===== src/design/qwn_params.svh =====
`ifndef QWN_PARAMS_SVH
`define QWN_PARAMS_SVH

// System clock period in ns (10 MHz)
`define QWN_CLK_PERIOD_NS 100
// Erase/write cycle time in us, as printed
`define QWN_T_BUSY_US 4000
// Erase/write cycle in system clock cycles (rounded down)
`define QWN_BUSY_CYCLES ((`QWN_T_BUSY_US * 1000) / `QWN_CLK_PERIOD_NS)
// Wiper code width and channel count
`define QWN_WIPER_W 8
`define QWN_CHANNELS 4
`define QWN_ADDR_BITS 2
// Index of the last data bit and of the last address bit
`define QWN_LAST_DATA_IDX 3'h7
`define QWN_LAST_ADDR_IDX 3'h1
// Stored setting before anything is ever programmed
`define QWN_NVM_INIT 8'h80
// Pin bundle synchronised into the system clock domain
`define QWN_SYNC_W 5
`define QWN_PIN_SCLK 0
`define QWN_PIN_CS 1
`define QWN_PIN_DIN 2
`define QWN_PIN_STORE_REQUEST 3
`define QWN_PIN_VOK 4

`endif


===== src/design/qwn_pkg.sv =====
`include "qwn_params.svh"

package qwn_pkg;
  // One wiper code
  typedef logic [`QWN_WIPER_W-1:0] qwn_code_t;
  // Channel index
  typedef logic [`QWN_ADDR_BITS-1:0] qwn_chan_t;
  // All four wiper codes
  typedef logic [`QWN_CHANNELS-1:0][`QWN_WIPER_W-1:0] qwn_bank_t;
  // Serial frame progress
  typedef enum logic [2:0] {
    FR_IDLE,
    FR_ADDR,
    FR_DATA,
    FR_COMMIT,
    FR_GAP
  } qwn_frame_t;
endpackage : qwn_pkg


===== src/design/qwn_sync.sv =====
module qwn_sync #(
  parameter int W = 1
) (
  input wire logic sys_clk, // System clock
  input wire logic reset_n, // Async reset, active low
  input wire logic [W-1:0] async_in, // Pins from outside the domain
  output logic [W-1:0] sync_out // Two-stage synchronised copy
);
  logic [W-1:0] meta_q;
  logic [W-1:0] sync_q;

  // Two flip-flops per bit; first stage feeds only the second
  always_ff @(posedge sys_clk or negedge reset_n) begin
    if (!reset_n) begin
      meta_q <= '0;
      sync_q <= '0;
    end else begin
      meta_q <= async_in;
      sync_q <= meta_q;
    end
  end

  assign sync_out = sync_q;
endmodule // qwn_sync


===== src/design/qwn_nvm.sv =====
`include "qwn_params.svh"

module qwn_nvm (
  input wire logic sys_clk, // System clock
  input wire logic reset_n, // Async reset, active low
  input wire logic wr_en, // Store one code, one-cycle pulse
  input wire qwn_pkg::qwn_chan_t wr_chan, // Channel to store
  input wire qwn_pkg::qwn_code_t wr_code, // Code to store
  output qwn_pkg::qwn_bank_t rd_bank // Stored codes, registered
);
  import qwn_pkg::*;

  qwn_bank_t cell_q;
  qwn_bank_t rd_q;

  // Non-volatile cells and registered read port
  always_ff @(posedge sys_clk or negedge reset_n) begin
    if (!reset_n) begin
      cell_q <= {`QWN_CHANNELS{`QWN_NVM_INIT}};
      rd_q <= {`QWN_CHANNELS{`QWN_NVM_INIT}};
    end else begin
      if (wr_en) begin
        cell_q[wr_chan] <= wr_code;
      end
      rd_q <= cell_q;
    end
  end

  assign rd_bank = rd_q;
endmodule // qwn_nvm


===== src/design/qwn_top.sv =====
`include "qwn_params.svh"

module qwn_top #(
  parameter int BUSY_CYCLES = `QWN_BUSY_CYCLES
) (
  input wire logic sys_clk, // System clock, 10 MHz
  input wire logic reset_n, // Async reset, active low
  input wire logic ser_clk, // Serial clock pin
  input wire logic chip_sel, // Chip select pin, active high
  input wire logic serial_in, // Serial data pin
  input wire logic store_request, // Program request pin
  input wire logic supply_ok, // Supply high enough to program
  output logic serial_out, // Serial data out
  output logic serial_out_oe, // Drive enable for serial_out
  output logic ready_busy_n, // Low while programming
  output qwn_pkg::qwn_bank_t wiper_channel // Four wiper codes
);
  import qwn_pkg::*;

  localparam int CW = $clog2(BUSY_CYCLES + 1);

  logic [`QWN_SYNC_W-1:0] pin_s;
  logic sclk_s, cs_s, din_s, store_request_s, vok_s;
  logic sclk_prev_q, cs_prev_q, store_request_prev_q;
  logic sck_rise, cs_fall, store_request_rise;
  qwn_bank_t nvm_rd;

  qwn_frame_t state_q, state_d;
  logic [2:0] bit_cnt_q, bit_cnt_d;
  qwn_chan_t addr_q, addr_d;
  qwn_code_t data_q, data_d;
  qwn_code_t out_sh_q, out_sh_d;
  logic sout_q, sout_d;
  logic oe_q, oe_d;
  qwn_bank_t wiper_q, wiper_d;
  qwn_chan_t store_request_chan_q, store_request_chan_d;
  qwn_code_t store_request_data_q, store_request_data_d;
  logic store_request_valid_q, store_request_valid_d;
  logic store_req_q, store_req_d;
  logic load_pend_q, load_pend_d;
  logic start_busy;

  logic ready_q, ready_d;
  logic [CW-1:0] busy_cnt_q, busy_cnt_d;
  logic nvm_we;

  // Pins into the system clock domain
  qwn_sync #(
    .W(`QWN_SYNC_W)
  ) u_sync (
    .sys_clk(sys_clk),
    .reset_n(reset_n),
    .async_in({supply_ok, store_request, serial_in, chip_sel, ser_clk}),
    .sync_out(pin_s)
  );

  // Stored settings
  qwn_nvm u_nvm (
    .sys_clk(sys_clk),
    .reset_n(reset_n),
    .wr_en(nvm_we),
    .wr_chan(store_request_chan_q),
    .wr_code(store_request_data_q),
    .rd_bank(nvm_rd)
  );

  // Named views of the synchronised pins
  assign sclk_s = pin_s[`QWN_PIN_SCLK];
  assign cs_s = pin_s[`QWN_PIN_CS];
  assign din_s = pin_s[`QWN_PIN_DIN];
  assign store_request_s = pin_s[`QWN_PIN_STORE_REQUEST];
  assign vok_s = pin_s[`QWN_PIN_VOK];

  // Edge detection on synchronised levels
  assign sck_rise = sclk_s & ~sclk_prev_q;
  assign cs_fall = ~cs_s & cs_prev_q;
  assign store_request_rise = store_request_s & ~store_request_prev_q;

  // Busy starts on the commit edge of an armed frame with good supply
  assign start_busy = cs_s & ready_q & sck_rise & (state_q == FR_COMMIT)
                      & store_req_q & vok_s;

  // Programming cycle timer and ready/busy
  always_comb begin
    ready_d = ready_q;
    busy_cnt_d = busy_cnt_q;
    nvm_we = 1'b0;
    if (start_busy) begin
      ready_d = 1'b0;
      busy_cnt_d = CW'(BUSY_CYCLES - 1);
    end else if (!ready_q) begin
      if (busy_cnt_q == '0) begin
        ready_d = 1'b1;
        nvm_we = 1'b1;
      end else begin
        busy_cnt_d = busy_cnt_q - 1'b1;
      end
    end
  end

  // Busy state registers
  always_ff @(posedge sys_clk or negedge reset_n) begin
    if (!reset_n) begin
      ready_q <= 1'b1;
      busy_cnt_q <= '0;
    end else begin
      ready_q <= ready_d;
      busy_cnt_q <= busy_cnt_d;
    end
  end

  // Frame receiver, read-back shifter and wiper bank
  always_comb begin
    state_d = state_q;
    bit_cnt_d = bit_cnt_q;
    addr_d = addr_q;
    data_d = data_q;
    out_sh_d = out_sh_q;
    sout_d = sout_q;
    wiper_d = wiper_q;
    store_request_chan_d = store_request_chan_q;
    store_request_data_d = store_request_data_q;
    store_request_valid_d = store_request_valid_q;
    store_req_d = store_req_q;
    load_pend_d = 1'b0;
    oe_d = cs_s & ready_d;
    if (load_pend_q) begin
      wiper_d = nvm_rd;
    end
    if (!cs_s) begin
      state_d = FR_IDLE;
      store_req_d = 1'b0;
      sout_d = 1'b0;
      if (cs_fall) begin
        wiper_d = nvm_rd;
        store_request_valid_d = 1'b0;
      end
    end else if (!ready_q) begin
      state_d = FR_IDLE;
      sout_d = 1'b0;
    end else begin
      if (store_request_rise && (state_q == FR_ADDR || state_q == FR_DATA)) begin
        store_req_d = 1'b1;
      end
      if (sck_rise) begin
        unique case (state_q)
          FR_IDLE: begin
            if (din_s) begin
              state_d = FR_ADDR;
              bit_cnt_d = '0;
            end
          end
          FR_ADDR: begin
            addr_d = {din_s, addr_q[1]};
            bit_cnt_d = bit_cnt_q + 1'b1;
            if (bit_cnt_q == `QWN_LAST_ADDR_IDX) begin
              state_d = FR_DATA;
              bit_cnt_d = '0;
              out_sh_d = wiper_q[{din_s, addr_q[1]}];
              sout_d = wiper_q[{din_s, addr_q[1]}][0];
            end
          end
          FR_DATA: begin
            data_d = {din_s, data_q[7:1]};
            out_sh_d = {1'b0, out_sh_q[7:1]};
            sout_d = out_sh_q[1];
            bit_cnt_d = bit_cnt_q + 1'b1;
            if (bit_cnt_q == `QWN_LAST_DATA_IDX) begin
              state_d = FR_COMMIT;
            end
          end
          FR_COMMIT: begin
            wiper_d[addr_q] = data_q;
            store_request_chan_d = addr_q;
            store_request_data_d = data_q;
            store_request_valid_d = 1'b1;
            store_req_d = 1'b0;
            sout_d = 1'b0;
            // A started store goes straight to idle while busy
            state_d = start_busy ? FR_IDLE : FR_GAP;
          end
          FR_GAP: begin
            if (!start_busy) begin
              store_request_valid_d = 1'b0;
            end
            state_d = FR_IDLE;
          end
        endcase
      end
    end
  end

  // Frame and wiper registers
  always_ff @(posedge sys_clk or negedge reset_n) begin
    if (!reset_n) begin
      sclk_prev_q <= 1'b0;
      cs_prev_q <= 1'b0;
      store_request_prev_q <= 1'b0;
      state_q <= FR_IDLE;
      bit_cnt_q <= '0;
      addr_q <= '0;
      data_q <= '0;
      out_sh_q <= '0;
      sout_q <= 1'b0;
      oe_q <= 1'b0;
      wiper_q <= '0;
      store_request_chan_q <= '0;
      store_request_data_q <= '0;
      store_request_valid_q <= 1'b0;
      store_req_q <= 1'b0;
      load_pend_q <= 1'b1;
    end else begin
      sclk_prev_q <= sclk_s;
      cs_prev_q <= cs_s;
      store_request_prev_q <= store_request_s;
      state_q <= state_d;
      bit_cnt_q <= bit_cnt_d;
      addr_q <= addr_d;
      data_q <= data_d;
      out_sh_q <= out_sh_d;
      sout_q <= sout_d;
      oe_q <= oe_d;
      wiper_q <= wiper_d;
      store_request_chan_q <= store_request_chan_d;
      store_request_data_q <= store_request_data_d;
      store_request_valid_q <= store_request_valid_d;
      store_req_q <= store_req_d;
      load_pend_q <= load_pend_d;
    end
  end

  // Outputs straight from flip-flops
  assign serial_out = sout_q;
  assign serial_out_oe = oe_q;
  assign ready_busy_n = ready_q;
  assign wiper_channel = wiper_q;

  // Output released one cycle after deselect
  oe_off_cs_a: assert property (
    @(posedge sys_clk) disable iff (!reset_n)
    !cs_s |=> !serial_out_oe)
    else $error("serial output driven while deselected");

  // No drive while programming
  oe_off_busy_a: assert property (
    @(posedge sys_clk) disable iff (!reset_n)
    !ready_busy_n |-> !serial_out_oe && state_q == FR_IDLE)
    else $error("serial output driven while busy");

  // Deselect restores every stored code
  cs_reload_a: assert property (
    @(posedge sys_clk) disable iff (!reset_n)
    cs_fall |=> wiper_channel == $past(nvm_rd))
    else $error("wipers not reloaded on deselect");

  // First one bit while selected opens a frame
  start_bit_a: assert property (
    @(posedge sys_clk) disable iff (!reset_n)
    cs_s && ready_q && sck_rise && state_q == FR_IDLE && din_s
    |=> state_q == FR_ADDR && bit_cnt_q == 3'h0)
    else $error("start bit not taken");

  // Data enters at the top, so the first bit ends lowest
  data_lsb_a: assert property (
    @(posedge sys_clk) disable iff (!reset_n)
    cs_s && ready_q && sck_rise && state_q == FR_DATA
    |=> data_q[7] == $past(din_s) && data_q[6:0] == $past(data_q[7:1]))
    else $error("data not assembled LSB first");

  // Old code appears on the output after the address
  read_first_a: assert property (
    @(posedge sys_clk) disable iff (!reset_n)
    cs_s && ready_q && sck_rise && state_q == FR_ADDR && bit_cnt_q == 3'h1
    |=> serial_out == $past(wiper_q[{din_s, addr_q[1]}][0])
        && state_q == FR_DATA)
    else $error("read-back bit zero wrong");

  // Addressed wiper takes the code on the edge after the last bit
  commit_a: assert property (
    @(posedge sys_clk) disable iff (!reset_n)
    cs_s && ready_q && sck_rise && state_q == FR_COMMIT
    |=> wiper_q[$past(addr_q)] == $past(data_q)
        && state_q == ($past(start_busy) ? FR_IDLE : FR_GAP))
    else $error("wiper not updated after last data bit");

  // No store during the first eight cycles of busy
  busy_hold_a: assert property (
    @(posedge sys_clk) disable iff (!reset_n)
    $fell(ready_busy_n) |-> !nvm_we [*8])
    else $error("programming cycle ended early");

  // Low supply leaves ready/busy high
  low_supply_a: assert property (
    @(posedge sys_clk) disable iff (!reset_n)
    cs_s && ready_q && sck_rise && state_q == FR_COMMIT && !vok_s
    |=> ready_busy_n)
    else $error("busy raised with low supply");

  // Unstored programming data dropped on the second edge
  discard_a: assert property (
    @(posedge sys_clk) disable iff (!reset_n)
    cs_s && ready_q && sck_rise && state_q == FR_GAP && !start_busy
    |=> !store_request_valid_q && state_q == FR_IDLE)
    else $error("programming data kept without store");

endmodule // qwn_top


===== config.mk =====
export PLATFORM = sky130hd
export DESIGN_NAME = qwn_top
export DESIGN_NICKNAME = d
export VERILOG_FILES = /design/src/design/qwn_pkg.sv /design/src/design/qwn_sync.sv /design/src/design/qwn_nvm.sv /design/src/design/qwn_top.sv
export VERILOG_INCLUDE_DIRS = /design/src /design/src/design
export SDC_FILE = /design/constraint.sdc
export NUM_CORES = 1
export LEC_CHECK = 0
export ABC_CLOCK_PERIOD_IN_PS = 7370
export BUFFER_PORTS_ARGS = -buffer_cell sky130_fd_sc_hd__buf_4
export CORE_MARGIN = 3
export CORE_UTILIZATION = 60
export DETAILED_ROUTE_END_ITERATION = 10
export GPL_TIMING_DRIVEN = 0
export PLACE_DENSITY = 0.79
export SKIP_LAST_GASP = 1
export SYNTH_ARGS = -nofsm -noshare
export SYNTH_HDL_FRONTEND = slang
export SYNTH_SLANG_ARGS = --single-unit

===== constraint.sdc =====
create_clock -name sys_clk -period 7.37 [get_ports sys_clk]
set_input_delay 1.1055 -clock sys_clk [delete_from_list [all_inputs] [get_ports sys_clk]]
set_output_delay 1.1055 -clock sys_clk [all_outputs]
set_load 0.005 [all_outputs]

== Word-level counts from Yosys, hierarchy flattened ==
Cells that the tools add are included.

* Flip-flop bits (word level): 164
* Input bits: 7
* Output and inout bits: 35
* Word-level logic and storage cells: 126

* Add/subtract/negate cells: 2
* $lt $le $gt $ge: 5
* Equality and inequality tests: 16
* Muxes and demuxes: 45
* Bitwise gates (word level): 12
* Reduce and logical (&&, ||, !) cells: 16

{| class="wikitable"
|+ Operators with widths
! cell !! count
|-
| $mux 32 || 6
|-
| $bwmux 32 || 2
|-
| $mux 16 || 3
|-
| $demux 8 s2 || 2
|-
| $mux 8 || 4
|-
| $mux 3 || 9
|-
| $bmux 8 s2 || 1
|-
| $logic_not 16->1 || 1
|-
| $pmux 8 s2 || 1
|-
| $reduce_and 4->1 || 4
|-
| $sub 16x1->16 const B || 1
|-
| $pmux 3 s5 || 1
|-
| $mux 1 || 14
|-
| $reduce_and 5->1 || 2
|-
| $and 1x1->1 || 9
|-
| $lt 2x3->1 const B || 3
|-
| $pmux 3 s3 || 1
|-
| $ne 4x4->1 const B || 2
|-
| $eq 3x1->1 const B || 2
|-
| $eq 3x2->1 const B || 2
|-
| $eq 3x3->1 const B || 2
|-
| $ne 2x2->1 const B || 3
|-
| $ne 5x5->1 const B || 1
|-
| $ge 2x1->1 const B || 2
|-
| other kinds (13) || 18
|}

== Logic depth before layout (Yosys ltp) ==
* Word-level depth: 11
* Gate-level depth with buffers: 7
* Gate-level depth less buffers: 6

== By module ==
A second synthesis with hierarchy kept.

* Cell total of the unflattened synthesis: 583
* Area, all modules: 7424.6 µm²

{| class="wikitable"
|+ Modules (own cells, without submodules)
! module !! instances !! cells each !! area an instance (µm²) !! sequential area each (µm²)
|-
| qwn_top || 1 || 473 || 5151.2 || 2229.6
|-
| qwn_nvm || 1 || 100 || 2023.2 || 1611.5
|-
| qwn_sync || 1 || 10 || 250.2 || 250.2
|}

== Least setup slack after synthesis ==
Ideal clock, no wire load.

* Path type: register to register
* Start: reg busy_cnt_q[4]
* End: reg u_nvm.cell_q[24] in the netlist's numbering
* Setup time: 0.125 ns
* Data arrival time: 2.441 ns
* Data required time: 7.245 ns
* Path slack: 4.803 ns
* Stages on the path, launching flop included: 8
* Buffers on the path: 3
* Clock period less this slack: 2.567 ns
* Path through: dfrtp_1 or4_1 buf_2 or4_4 buf_6 or3_1 buf_6 mux2_4

* Cells in the longest elaborated chain, start to end: 4

{| class="wikitable"
|+ RTL lines
! element !! line !! text
|-
| start, declared || qwn_top.sv:44 || <nowiki>logic [CW-1:0] busy_cnt_q, busy_cnt_d;</nowiki>
|-
| start signal, assigned || qwn_top.sv:108 || <nowiki>busy_cnt_q <= busy_cnt_d;</nowiki>
|-
| $logic_not 16->1 || qwn_top.sv:92 || <nowiki>if (busy_cnt_q == '0) begin</nowiki>
|-
| $mux 1 || qwn_top.sv:92 ||
|-
| $mux 1 || qwn_top.sv:91 || <nowiki>end else if (!ready_q) begin</nowiki>
|-
| $mux 1 || qwn_top.sv:88 || <nowiki>if (start_busy) begin</nowiki>
|-
| end signal, assigned || qwn_nvm.sv:19 || <nowiki>cell_q <= {`QWN_CHANNELS{`QWN_NVM_INIT}};</nowiki>
|-
| end signal, assigned by index || qwn_nvm.sv:23 || <nowiki>cell_q[wr_chan] <= wr_code;</nowiki>
|-
| end, declared || qwn_nvm.sv:13 || <nowiki>qwn_bank_t cell_q;</nowiki>
|}

Every way passes these cells.
A chain may end at the register's enable or synchronous reset.

== Final worst setup path ==
* Start: reg busy_cnt_q[4]
* End: reg u_nvm.cell_q[10] in the netlist's numbering

Same word-level chain as after synthesis.

==> reports/metrics.yaml <==
drc: 0
synth_cell_types: 49
async_reset_ff_frac: 1.00
portBuffers: 41
ir_drop_v: 0.000287
critPathBufInv: 2
hold_buffers: 0
placed_cells: 801
ys_ff_latch: 163
fin_ws_ns: 4.21
netlist_instances: 590
syn_avg_cell_area_um2: 12.6
crit_start: "busy_cnt_q[4]"
synth_top_area_frac: 0.515
synth_largest_area_cell: "dfrtp_1"
clk_latency_ns: 0.44
r2r-start: "busy_cnt_q[4]"
ys.flop_type: "dfrtp_1"
setup-violations-final: 0
criticalPathCategory: "reg2reg"
crit_cells: 6
vias: 5257
cp-start-kind: "flip-flop"
timing.final.crit_share: 0.429
met1_usage: 0.367
rsz0062_at_grt: "no"
die_h_um: 117
path_clk_slew_ns: 0.06
cts_tree: "done"
cts_root_buf: "clkbuf_16"
synth_area_um2: 7440
wirelength_mm: 18.7
fp.dieArea_um2: 13800
htreeDepth: 4
fin_tns_setup_ns: 0
ys_seq_area_frac: 0.550
cp-endpoint: "u_nvm.cell_q[10]"
hold_viol: 0
slew_headroom: 0.0920
place_area_um2: 8020
clockBufferDepth: 2
n_fill_cell: 829
overflow: 0
die_w_um: 117
critPathCaptureType: "flip-flop"
io_pins: 42
rows: 40
grt_pass1_wl_mm: 29.9
gr-usage-met3: 0.0800
netlist_top_cells_area: "dfrtp_1 51%, mux2_2 12%, mux2i_1 6.2%"
finClkSkew_ns: 0.00836
yosysWarnings: 0
place_ws_ns: 4.24
numCtsBuffers: 17
max_stage_delay_ns: 0.85
worstPathArrival_ns: 3.48
path_max_fanout: 9
worstRegToRegCells: 6
initial_core_util: 0.617
gp_congestion: 0.896
track_usage: 0.283
r2r_setup_slack_ns: 4.21
worst_pin_slew_ns: 1.36
nets: 664
synthToLayoutAreaGrowth_pct: 16.1
rr_endpoint: "u_nvm.cell_q[10]"
diodes: 0
final.min_clock_period_ns: 3.16
hpwl_mm: 12.1
drt-vias-per-instance: 6.32
clock-sinks: 163
cts_resized: 0
stdcell_count: 832
drv_slew: 0
post_cts_buffers: 0
cp.required_ns: 7.69
drt_iter0_markers: 568
fmax_mhz: 316
wire_per_inst_um: 22.5
fin_area_um2: 8640
drive_gt1_frac: 0.286
grt_pass1_vias: 5461
drt_first_pass_iters: 5
ant_nets: 0
globalRouteMet2Util: 0.447
grt_antenna_before_repair: 0
crit_slowest_cell: "nor4b_4"
synth-edff-count: 0
cellPowerDensity_nw_per_um2: 236
hold_path.class: "reg2reg"
grt_busiest_layer: "met2"
syn_nets: 602
crit_chain: "or4_1, buf_2, or4_4, buf_6, nor4b_4, mux2_2"
leakagePower_nw: 3.98
status: "completed"
fp.coreArea_um2: 12100
critPathTopFamily: "simple AND/OR/NAND/NOR gates"
maxCapViolCount: 0
grt_max_degree: 90
[flip-flops by register name, indices dropped and copies added (netlist names), 2 cells and up]
signal / cells
u_nvm.rd_bank: 32
store_request_data_q: 8
state_q: 3
u_sync.meta_q: 5
store_request_chan_q: 2
data_q: 8
busy_cnt_q: 16
u_sync.sync_out: 5
bit_cnt_q: 3
addr_q: 2
u_nvm.cell_q: 32
wiper_channel: 32
out_sh_q: 7
[placed cells by master (no fill, tap or decap), types with 4 or more instances in the layout]
cell       instances
buf_6              4
nor3_1             5
nor2b_1           35
inv_1             10
dfstp_2           10
ha_1               5
dfrtp_1          153
nor2_1            18
nand2b_1           6
mux2_4             8
or3_1              6
clkbuf_16         17
or4_1              7
clkbuf_1          29
o21ai_0           20
buf_4             40
a211oi_1          34
nand3_1            4
mux4_2             8
a21oi_1           38
bufinv_16          4
mux2i_1           46
mux2_2            76
nand2_1           24
[logic make-up after synthesis]
kind of cell	synth area share
flip-flops	0.550
multiplexers	0.217
AND/OR/NAND/NOR	0.110
AO/OA/AOI/OAI	0.0908
buffers and inverters	0.0234
adder cells (fa/ha/maj)	0.00841
other	0.000504
[worst register-to-register path, delay by kind of cell, from the launching register on]
| kind | cells | cell delay (ns) |
|---|---|---|
| buffers and inverters | 2 | 0.33 |
| multiplexers | 1 | 0.43 |
| flip-flops | 1 | 0.41 |
| AND/OR/NAND/NOR | 3 | 1.87 |
[per-stage QoR]
step / util / hold WS, ns / power [mW]
floorplan: - / 0.331 / 1.03
global placement: 0.660 / 0.332 / 1.10
detailed placement: 0.665 / 0.335 / 1.11
CTS: 0.716 / 0.350 / 2.04
global route: 0.716 / 0.354 / 2.10
finish: 0.716 / 0.350 / 2.04
[layer usage]
| metal | share of wire | vias up |
|---|---|---|
| li1 | - | 2295 |
| met1 | 0.42 | 2693 |
| met2 | 0.49 | 218 |
| met3 | 0.058 | 51 |
| met4 | 0.034 | 0 |
| met5 | 0 | - |
[area by class of cell]
| type | count | area [um2] | area share |
|---|---|---|---|
| Sequential cell | 163 | 4090 | 0.474 |
| Multi-Input combinational cell | 385 | 3190 | 0.369 |
| Clock buffer | 19 | 443 | 0.0513 |
| Timing Repair Buffer | 43 | 350 | 0.0406 |
| Tap cell | 168 | 210 | 0.0243 |
| Clock inverter | 12 | 180 | 0.0209 |
| Buffer | 32 | 136 | 0.0158 |
| Inverter | 10 | 37.5 | 0.00435 |
[Yosys cell counts (3+ instances only)]
cell / number
o21ai_0: 20
mux4_2: 8
mux2i_1: 46
nor2b_1: 35
nand2b_1: 6
o31ai_1: 3
nor3_1: 6
ha_1: 5
nor4_1: 3
or3b_2: 3
inv_1: 10
clkbuf_1: 28
mux2_2: 76
nand3_1: 4
dfstp_2: 10
nand2_1: 24
or4_1: 7
a21oi_1: 38
o311ai_0: 3
mux2_4: 8
or3_1: 6
dfrtp_1: 153
nor2_1: 18
a211oi_1: 34
[how the worst min path moves through the flow]
stage                      from                  to  cells past startpoint
2_1_floorplan  u_sync.meta_q[0]  u_sync.sync_out[0]                      0
3_3_place_gp   u_sync.meta_q[2]  u_sync.sync_out[2]                      0
3_5_place_dp   u_sync.meta_q[1]  u_sync.sync_out[1]                      0
4_1_cts        u_sync.meta_q[2]  u_sync.sync_out[2]                      0
5_1_grt        u_sync.meta_q[2]  u_sync.sync_out[2]                      0
6_report       u_sync.meta_q[2]  u_sync.sync_out[2]                      0
[power by group]
| part | internal [mW] | switching [mW] | leakage, nW | total, mW |
|---|---|---|---|---|
| Combinational | 0.0664 | 0.0849 | 1.52 | 0.151 |
| Clock | 0.575 | 0.367 | 0.300 | 0.943 |
| Sequential | 0.919 | 0.0235 | 2.16 | 0.942 |
(Power assumes the default switching activity.)
